==> src/rtl/cij_map.vh <==
// constants for the increment / or / move / jump execution block
// assumes a 14-bit instruction word and an 8-bit data path
`ifndef CIJ_MAP_VH
`define CIJ_MAP_VH

// ----------------------------------------------------------------
// widths
// ----------------------------------------------------------------
`define CIJ_INSTR_W      14
`define CIJ_DATA_W       8
`define CIJ_FADDR_W      7
`define CIJ_PC_W         13

// ----------------------------------------------------------------
// opcode fields: byte-oriented ops match bits 13:8, jump bits 13:11
// ----------------------------------------------------------------
`define CIJ_OP_INC_SKIP  6'h0f
`define CIJ_OP_INC       6'h0a
`define CIJ_OP_OR_FILE   6'h04
`define CIJ_OP_MOVE      6'h08
`define CIJ_OP_OR_LIT    6'h38
`define CIJ_OP_JUMP      3'h5

// ----------------------------------------------------------------
// field positions
// ----------------------------------------------------------------
`define CIJ_DEST_BIT     7
`define CIJ_LATCH_HI     4
`define CIJ_LATCH_LO     3
`define CIJ_OPF_HI       13
`define CIJ_OPF_LO       8
`define CIJ_JOPF_LO      11
`define CIJ_IMM_HI       10
`define CIJ_LIT_HI       7

// ----------------------------------------------------------------
// reset values
// ----------------------------------------------------------------
`define CIJ_ACC_RST      8'h00
`define CIJ_PC_RST       13'h0000
`define CIJ_WADDR_RST    7'h00
`define CIJ_WDATA_RST    8'h00
`define CIJ_FLAG_RST     1'h0

`endif
==> src/rtl/cij_exec.v <==
// execution of increment, increment-skip, or, move and jump operations
// assumes the fetch stage presents one word per valid cycle together with
// the file register operand already read at the word's 7-bit bank address
`timescale 1ns/1ns
`include "cij_map.vh"

module cij_exec (
	input  wire                      mclk,
	input  wire                      reset,
	input  wire                      instrValid,
	input  wire [`CIJ_INSTR_W-1:0]   instrWord,
	input  wire [`CIJ_DATA_W-1:0]    fileRdData,
	input  wire [`CIJ_DATA_W-1:0]    upperLatch,
	output reg                       fileWrEn_q,
	output reg  [`CIJ_FADDR_W-1:0]   fileWrAddr_q,
	output reg  [`CIJ_DATA_W-1:0]    fileWrData_q,
	output reg  [`CIJ_DATA_W-1:0]    acc_q,
	output reg                       isNilFlag_q,
	output reg  [`CIJ_PC_W-1:0]      progCounter_q,
	output reg                       discard_q
);

	// ------------------------------------------------------------
	// decode
	// ------------------------------------------------------------
	// byte-op match shared by five decodes
	function isByteOp;
		input [`CIJ_INSTR_W-1:0] w;
		input [5:0]              op;
		begin
			isByteOp = (w[`CIJ_OPF_HI:`CIJ_OPF_LO] == op);
		end
	endfunction

	// operation classes; anything not decoded falls to a plain NOP
	localparam [2:0] OP_NONE     = 3'h0;
	localparam [2:0] OP_INC      = 3'h1;
	localparam [2:0] OP_INC_SKIP = 3'h2;
	localparam [2:0] OP_OR_FILE  = 3'h3;
	localparam [2:0] OP_MOVE     = 3'h4;
	localparam [2:0] OP_OR_LIT   = 3'h5;
	localparam [2:0] OP_JUMP     = 3'h6;

	// flow states: normal issue, shadow of a taken skip, shadow of a jump
	localparam [1:0] FLOW_RUN    = 2'h0;
	localparam [1:0] FLOW_SKIP   = 2'h1;
	localparam [1:0] FLOW_JUMP   = 2'h2;

	reg  [2:0]               opClass;
	reg  [1:0]               flowState_q;
	reg  [1:0]               flowState_d;
	reg  [`CIJ_PC_W-1:0]     pc_d;
	reg  [`CIJ_DATA_W-1:0]   result;
	reg                      writesResult;
	reg                      litToAcc;
	reg                      setsFlag;

	wire                     live       = instrValid & (flowState_q == FLOW_RUN);
	wire                     destFile   = instrWord[`CIJ_DEST_BIT];
	wire [`CIJ_DATA_W-1:0]   incValue   = fileRdData + 8'h01; // wraps modulo 256
	wire [`CIJ_DATA_W-1:0]   orFileVal  = acc_q | fileRdData;
	wire [`CIJ_DATA_W-1:0]   orLitVal   = acc_q | instrWord[`CIJ_LIT_HI:0];
	wire                     skipZero   = (incValue == 8'h00);
	wire [`CIJ_PC_W-1:0]     pcStep     = progCounter_q + 13'h0001;
	wire [`CIJ_PC_W-1:0]     jumpTarget;
	wire                     wrEn_d     = live & writesResult & destFile;
	wire                     accWr      = live & (litToAcc | (writesResult & ~destFile));
	wire                     flagWr     = live & setsFlag;
	wire                     discard_d  = (flowState_d != FLOW_RUN);

	// latch bits on top of the immediate, no carry from the old counter
	assign jumpTarget = {upperLatch[`CIJ_LATCH_HI:`CIJ_LATCH_LO], instrWord[`CIJ_IMM_HI:0]};

	// ------------------------------------------------------------
	// operation class
	// ------------------------------------------------------------
	// byte ops compare the top six bits, the jump only its top three
	always @* begin
		opClass = OP_NONE;
		if (isByteOp(instrWord, `CIJ_OP_INC)) begin
			opClass = OP_INC;
		end else if (isByteOp(instrWord, `CIJ_OP_INC_SKIP)) begin
			opClass = OP_INC_SKIP;
		end else if (isByteOp(instrWord, `CIJ_OP_OR_FILE)) begin
			opClass = OP_OR_FILE;
		end else if (isByteOp(instrWord, `CIJ_OP_MOVE)) begin
			opClass = OP_MOVE;
		end else if (isByteOp(instrWord, `CIJ_OP_OR_LIT)) begin
			opClass = OP_OR_LIT;
		end else if (instrWord[`CIJ_OPF_HI:`CIJ_JOPF_LO] == `CIJ_OP_JUMP) begin
			opClass = OP_JUMP;
		end
	end

	// ------------------------------------------------------------
	// result select
	// ------------------------------------------------------------
	// one adder serves both increments; only the skip variant leaves the flag alone
	always @* begin
		result       = incValue;
		writesResult = 1'b0;
		litToAcc     = 1'b0;
		setsFlag     = 1'b0;
		case (opClass)
			OP_INC: begin
				result       = incValue;
				writesResult = 1'b1;
				setsFlag     = 1'b1;
			end
			OP_INC_SKIP: begin
				result       = incValue;
				writesResult = 1'b1;
			end
			OP_OR_FILE: begin
				result       = orFileVal;
				writesResult = 1'b1;
				setsFlag     = 1'b1;
			end
			OP_MOVE: begin
				result       = fileRdData;
				writesResult = 1'b1;
				setsFlag     = 1'b1;
			end
			OP_OR_LIT: begin
				result       = orLitVal;
				litToAcc     = 1'b1;
				setsFlag     = 1'b1;
			end
			default: begin
				// NOP and jump touch neither accumulator, file nor flag
				result       = incValue;
			end
		endcase
	end

	// ------------------------------------------------------------
	// flow control
	// ------------------------------------------------------------
	// a shadow state waits for the next valid word, however late it comes
	always @* begin
		flowState_d = flowState_q;
		case (flowState_q)
			FLOW_RUN: begin
				if (instrValid & (opClass == OP_JUMP)) begin
					flowState_d = FLOW_JUMP;
				end else if (instrValid & (opClass == OP_INC_SKIP) & skipZero) begin
					flowState_d = FLOW_SKIP;
				end
			end
			FLOW_SKIP, FLOW_JUMP: begin
				if (instrValid) begin
					flowState_d = FLOW_RUN; // shadow word consumed as NOP
				end
			end
			default: begin
				flowState_d = FLOW_RUN;
			end
		endcase
	end

	// a skipped word had an address of its own; the word behind a jump did not
	always @* begin
		pc_d = progCounter_q;
		case (flowState_q)
			FLOW_RUN: begin
				if (instrValid & (opClass == OP_JUMP)) begin
					pc_d = jumpTarget;
				end else if (instrValid) begin
					pc_d = pcStep;
				end
			end
			FLOW_SKIP: begin
				if (instrValid) begin
					pc_d = pcStep;
				end
			end
			FLOW_JUMP: begin
				pc_d = progCounter_q;
			end
			default: begin
				pc_d = progCounter_q;
			end
		endcase
	end

	// ------------------------------------------------------------
	// state registers
	// ------------------------------------------------------------
	// file write strobe is a one-cycle pulse; address and data hold
	always @(posedge mclk) begin
		if (reset) begin
			fileWrEn_q   <= 1'b0;
			fileWrAddr_q <= `CIJ_WADDR_RST;
			fileWrData_q <= `CIJ_WDATA_RST;
		end else begin
			fileWrEn_q <= wrEn_d;
			if (wrEn_d) begin
				fileWrAddr_q <= instrWord[`CIJ_FADDR_W-1:0];
				fileWrData_q <= result;
			end
		end
	end

	// accumulator and zero flag; a flushed word reaches neither
	always @(posedge mclk) begin
		if (reset) begin
			acc_q       <= `CIJ_ACC_RST;
			isNilFlag_q <= `CIJ_FLAG_RST;
		end else begin
			if (accWr) begin
				acc_q <= result;
			end
			if (flagWr) begin
				isNilFlag_q <= (result == 8'h00);
			end
		end
	end

	// counter and flow state move together so discard_q always mirrors the state
	always @(posedge mclk) begin
		if (reset) begin
			progCounter_q <= `CIJ_PC_RST;
			flowState_q   <= FLOW_RUN;
			discard_q     <= 1'b0;
		end else begin
			progCounter_q <= pc_d;
			flowState_q   <= flowState_d;
			discard_q     <= discard_d;
		end
	end

endmodule

==> config.mk <==
export PLATFORM = sky130hd
export DESIGN_NAME = cij_exec
export DESIGN_NICKNAME = d
export VERILOG_FILES = /design/src/rtl/cij_exec.v
export VERILOG_INCLUDE_DIRS = /design/src /design/src/rtl
export SDC_FILE = /design/constraint.sdc
export NUM_CORES = 1
export LEC_CHECK = 0
export BUFFER_PORTS_ARGS = -buffer_cell sky130_fd_sc_hd__clkbuf_2
export CAP_MARGIN = 20
export CORE_UTILIZATION = 25
export CTS_CLUSTER_DIAMETER = 200
export DETAILED_ROUTE_END_ITERATION = 6
export PLACE_DENSITY_LB_ADDON = 0.1
export SLEW_MARGIN = 25
export SYNTH_ARGS = -nofsm -noshare
export SYNTH_HDL_FRONTEND = slang
export SYNTH_SLANG_ARGS = --single-unit
==> constraint.sdc <==
create_clock -name mclk -period 2.6 [get_ports mclk]
set_input_delay 0.52 -clock mclk [delete_from_list [all_inputs] [get_ports mclk]]
set_output_delay 0.52 -clock mclk [all_outputs]
set_load 0.01 [all_outputs]
* Yosys cells after proc, flatten, opt, wreduce, memory -nomap -nowiden
Index checks and enable logic that the tools add are counted.
** Word-level totals
- Output and inout bits :: 39
- Input port bits :: 33
- Flip-flop bits (word level) :: 41
** Operators by class
- Reduce and logical (&&, ||, !) cells :: 8
- Bitwise operators :: 13
- Equal/unequal tests :: 14
- Add/subtract/negate cells :: 2
- Muxes and demuxes :: 17
** Operators with widths (number)
- $mux W13 :: 2
- $pmux W13 S2 :: 1
- $pmux W8 S3 :: 1
- $eq A6 B4 Y1 const B :: 3
- $mux W3 :: 6
- $logic_not A8 Y1 :: 2
- $or A8 B8 Y8 :: 2
- $add A13 B1 Y13 const B :: 1
- $eq A3 B3 Y1 const B :: 4
- $and A1 B1 Y1 :: 9
- $add A8 B1 Y8 const B :: 1
- $reduce_or A4 Y1 :: 2
- $eq A3 B2 Y1 const B :: 2
- $eq A6 B3 Y1 const B :: 1
- $eq A6 B6 Y1 const B :: 1
- $mux W2 :: 3
- $pmux W2 S2 :: 1
- $reduce_bool A2 Y1 :: 2
- $eq A3 B1 Y1 const B :: 1
- $mux W1 :: 3
- $eq A2 B1 Y1 const B :: 1
- $eq A2 B2 Y1 const B :: 1
- $logic_not A2 Y1 :: 1
- $reduce_or A2 Y1 :: 1
- other kinds (2) :: 2

* Logic depth before layout (Yosys ltp)
- Depth after elaboration :: 14
- Depth in mapped cells :: 8
- Gate-level depth less buffers :: 7

* Worst setup path after synthesis
OpenSTA, ideal clock, no wires.
- Path kind :: input port to flip-flop
- From :: in instrWord[11]
- To :: reg acc_q[6]
- Buffers on the path :: 2
- Slack :: 551 ps
- Library setup time :: 79 ps
- Cell stages on the path :: 8
- Arrival :: 1970 ps
- Required time :: 2521 ps
- Cells stage by stage :: buf_6 > nor3b_2 > o21bai_2 > a2111o_1 > a21oi_4 > buf_6 > nor2_1 > a211oi_2
** On the way
- Longest elaborated chain between the ends :: 13
- Elaborated cells between the ends (all ways) :: 24
- Classes of those cells :: eq/ne: 11; mux: 9; bitwise: 3; reduce/logical: 1
** RTL lines
- from (decl) :: RTL line cij_exec.v:11 : input wire [`CIJ_INSTR_W-1:0] instrWord,
- $eq A3 B3 Y1 (no source line)
- $mux W3 :: RTL line cij_exec.v:90 : end else if (instrWord[`CIJ_OPF_HI:`CIJ_JOPF_LO] == `CIJ_OP_JUMP) begin
- $mux W3 :: RTL line cij_exec.v:88 : end else if (isByteOp(instrWord, `CIJ_OP_OR_LIT)) begin
- $mux W3 :: RTL line cij_exec.v:86 : end else if (isByteOp(instrWord, `CIJ_OP_MOVE)) begin
- $mux W3 :: RTL line cij_exec.v:84 : end else if (isByteOp(instrWord, `CIJ_OP_OR_FILE)) begin
- $mux W3 :: RTL line cij_exec.v:82 : end else if (isByteOp(instrWord, `CIJ_OP_INC_SKIP)) begin
- $mux W3 * :: RTL line cij_exec.v:80 : if (isByteOp(instrWord, `CIJ_OP_INC)) begin
- $eq A3 B2 Y1, or another cell as far along :: RTL line cij_exec.v:104 : case (opClass)
- $reduce_or A4 Y1 (no source line)
- $mux W1 :: RTL line cij_exec.v:104
- $and A1 B1 Y1 :: RTL line cij_exec.v:67 : wire accWr = live & (litToAcc | (writesResult & ~destFile));
- $or A1 B1 Y1 :: RTL line cij_exec.v:67
- $and A1 B1 Y1 :: RTL line cij_exec.v:67
- to (signal assigned) :: RTL line cij_exec.v:207 : acc_q <= `CIJ_ACC_RST;
- to (signal assigned) :: RTL line cij_exec.v:211 : acc_q <= result;
- to (decl) :: RTL line cij_exec.v:17 : output reg [`CIJ_DATA_W-1:0] acc_q,
Every way passes the cells marked *; elsewhere a longest branch is shown, timed or not.
A chain may end at the register's enable or synchronous reset.

* Worst setup path in the final report
- From :: in instrWord[10]
- To :: reg acc_q[1]
** On the way
- Longest elaborated chain between the ends :: 12
- Elaborated cells between the ends (all ways) :: 22
- Classes of those cells :: eq/ne: 10; mux: 8; bitwise: 3; reduce/logical: 1
** RTL lines
- $eq A6 B6 Y1 :: RTL line cij_exec.v:31 : isByteOp = (w[`CIJ_OPF_HI:`CIJ_OPF_LO] == op);
- $mux W3 :: RTL line cij_exec.v:88
- $mux W3 :: RTL line cij_exec.v:86
- $mux W3 :: RTL line cij_exec.v:84
- $mux W3 :: RTL line cij_exec.v:82
- $mux W3 * :: RTL line cij_exec.v:80
- $eq A3 B2 Y1, or another cell as far along :: RTL line cij_exec.v:104
- $reduce_or A4 Y1 (no source line)
- $mux W1 :: RTL line cij_exec.v:104
- $and A1 B1 Y1 :: RTL line cij_exec.v:67
- $or A1 B1 Y1 :: RTL line cij_exec.v:67
- $and A1 B1 Y1 :: RTL line cij_exec.v:67
Marks and branches as above.

==> out/results.ini <==
[status]
outcome = completed

[final_layout]
syn2layout_area_growth_pct = 20.5
final_nets = 410
final_cells = 505
design_area_sq_mm = 0.00308
n_antenna_cell = 0
drive_gt1_share_pct = 26.1

[die]
coreArea_sq_mm = 0.00982
die_w_microns = 103
ios = 72
dieHeight_microns = 103
initial_core_util_pct = 26.0
row_count = 36
dieArea_sq_mm = 0.0106

[power]
irDropWorstVdd_v = 0.000180
swShare_pct = 31.1
leakagePower_nw = 1.16
p_seq_share_pct = 49.4
internal_power_mw = 0.917
p_per_area_mw_per_mm2 = 432
p_switching_mw = 0.414
p_comb_share_pct = 16.6
clockPowerShare_pct = 33.9

[sta]
report.final.hold_viol_count = 0
clock.fmax_mhz = 479
report.final.slew_viol_count = 0
finalCriticalPeriod_ns = 2.09
rsz0062_at_grt = false
timing.final.crit_share_pct = 80.3
tightest_slew_ns = 0.591
slew_headroom_pct = 60.6
setup_viol = 0
finalSetupTns_ns = 0
skew_ns = 0.00689

[critical_path]
ff2ff_path_depth = 7
crit_path_start_kind = input pin
setup.worst_path.start = instrWord[10]
cp.arrival_ns = 2.30
path_cells = clkbuf_2, nor3b_2, o21bai_2, a2111o_1, a21oi_4, nor2_1, a211oi_1
max_stage_delay_ns = 0.47
slowest_stage = a2111o_1
timing.rr.end = fileWrAddr_q[0]$_SDFFE_PP0P_
r2r_setup_slack_ns = 0.54
endpoint_kind = flip-flop
crit_type = in -> reg
crit_fanout = 16
required_ns = 2.82
r2r-start = flowState_q[0]$_SDFF_PP0_

[yosys]
synth.distinct_cells = 56
syn-num-nets = 354
synthArstFlopShare_pct = 0
synth_cells = 315
synth_common_cells = nor2_1 (42), dfxtp_1 (41), a21oi_1 (26)
synth_ff_type = dfxtp_1
yosysSeqAreaShare_pct = 32.1
synth_edf_count = 0
synthTopCellsByArea = dfxtp_1 (32%), a211oi_1 (6.5%), nor2_1 (6.2%)
yosys_warnings = 0
synth.most_common_cell = nor2_1
post-synth-top-area-cell = dfxtp_1
synth_top_cell_area_share_pct = 32.1
synthesis.area_sq_mm = 0.00256
synth.avg_cell_area_sq_um = 8.11
synth_seq_cells = 41

[min_path]
hp-start = fileWrData_q[2]$_SDFFE_PP0P_
holdPathEnd = fileWrData_q[2]$_SDFFE_PP0P_
hold_depth = 2
hold_class = reg -> reg

[run]
drv_cap = 0

[global_routing]
grt_max_degree = 37
grtUsageTotal_pct = 15.5
grt_pass1_vias = 2338
grt-ovfl-total = 0
grt_pass1_wl_mm = 12.5
antenna_found_initial = 0

[clock_network]
ctsResizeCount = 0
cts_buffers = 5
clk_pin_slew_ns = 0.09
clock-sinks = 41
hold_buffers = 0
clk_path_buf_depth = 2
post-cts-setup-buffers = 0
clockRootBuffer = clkbuf_8
htreeDepth = 2
cts_tree = built
clk_latency_ns = 0.30

[routing]
dr.pass1.iters = 4
antenna_left = 0
wl_per_cell_microns = 15.8
drtIter0Drc = 99
num_vias = 2523
drc = 0
via_per_inst = 5.00
finalWirelength_mm = 7.99

[placed_design]
dp_hpwl_mm = 5.82
numPlacedInstances = 497
post_dp_cell_area_sq_mm = 0.00299
gp_congestion = 0.833
port_buffers = 65

## stage by stage
stage               utilization (%)  setup slack (ns)  power (mW)  hold slack (ns)
global placement               30.4             0.217       0.894            0.478
CTS                            31.4             0.510        1.35            0.501
floorplan                         -             0.551       0.805            0.491
finish                         31.4             0.513        1.33            0.502
global route                   31.4             0.323        1.41            0.510
detailed placement             30.4             0.201       0.896            0.484
## per-layer routing
layer  part of all wire (%)  vias to the layer above  track usage [%]
li1                       -                     1285                -
met1                     49                     1170             21.8
met2                     45                       61             24.3
met3                    5.1                        7             2.98
met4                    1.2                        0             3.90
met5                      0                        -                0
## power by group through the flow
stage / registers (mW) / logic [mW] / clock network, mW
after CTS: 0.658 / 0.225 / 0.472
after global placement: 0.673 / 0.222 / 0
after detailed placement: 0.672 / 0.223 / 0
after global routing: 0.660 / 0.247 / 0.499
final: 0.658 / 0.222 / 0.452
after floorplan: 0.675 / 0.130 / 0
## worst max-delay path, delay by kind of cell
kind            cells  cell delay [ns]
compound gates      4             1.26
buf+inv             1             0.22
simple gates        2             0.31
## cells in the final DEF, fill, tap and decap left out, types with 2 or more instances in the layout
| cell | instances |
|---|---|
| xnor2_1 | 4 |
| a2bb2oi_1 | 2 |
| nand2_1 | 24 |
| nand4_1 | 8 |
| a22oi_1 | 3 |
| ha_1 | 6 |
| nor3_1 | 3 |
| a21oi_1 | 26 |
| a211oi_2 | 2 |
| o2bb2ai_1 | 8 |
| o31ai_1 | 4 |
| a211oi_1 | 22 |
| a22o_1 | 2 |
| and4_1 | 2 |
| clkbuf_8 | 5 |
| clkbuf_2 | 65 |
| buf_4 | 9 |
| inv_1 | 5 |
| o21ai_0 | 13 |
| o22ai_1 | 4 |
| or2_2 | 2 |
| nor2_1 | 42 |
| xor2_1 | 4 |
| a21o_1 | 2 |
| nand3_1 | 12 |
| mux2i_1 | 7 |
| nor3b_1 | 2 |
| nand3b_1 | 3 |
| dfxtp_1 | 41 |
| a31oi_1 | 7 |
| and3_1 | 6 |
| nor3b_2 | 2 |
## final cells by class
type	count	area (sq um)
inverter	5	18.8
tap	133	166
clock buffer	5	68.8
fill	1132	6740
sequential	41	821
timing repair buffer	74	393
multi-input combinational	244	1590
clock inverter	3	21.3
## cells by family after synthesis
family          share of synthesized area (%)
compound gates                           30.4
buf+inv                                  5.87
simple gates                             22.8
xor+xnor                                 2.74
fa+ha+maj                                2.94
flops                                    32.1
mux                                      3.18
## flip-flops by register name (all words and copies together), names as in the netlist
| register | cells |
|---|---|
| acc_q | 8 |
| discard_q | 1 |
| progCounter_q | 13 |
| flowState_q | 2 |
| isNilFlag_q | 1 |
| fileWrAddr_q | 7 |
| fileWrEn_q | 1 |
| fileWrData_q | 8 |
## worst max-delay path by stage
stage | cells after the start | to | slack (ns)
after CTS | 7 | fileWrAddr_q[6]$_SDFFE_PP0P_ | 0.51
after floorplan | 8 | acc_q[6]$_SDFFE_PP0P_ | 0.55
final | 7 | acc_q[1]$_SDFFE_PP0P_ | 0.51
after global routing | 7 | isNilFlag_q$_SDFFE_PP0P_ | 0.32
after detailed placement | 7 | acc_q[1]$_SDFFE_PP0P_ | 0.20
after global placement | 7 | discard_q$_SDFF_PP0_ | 0.22
(Power assumes the default switching activity.)
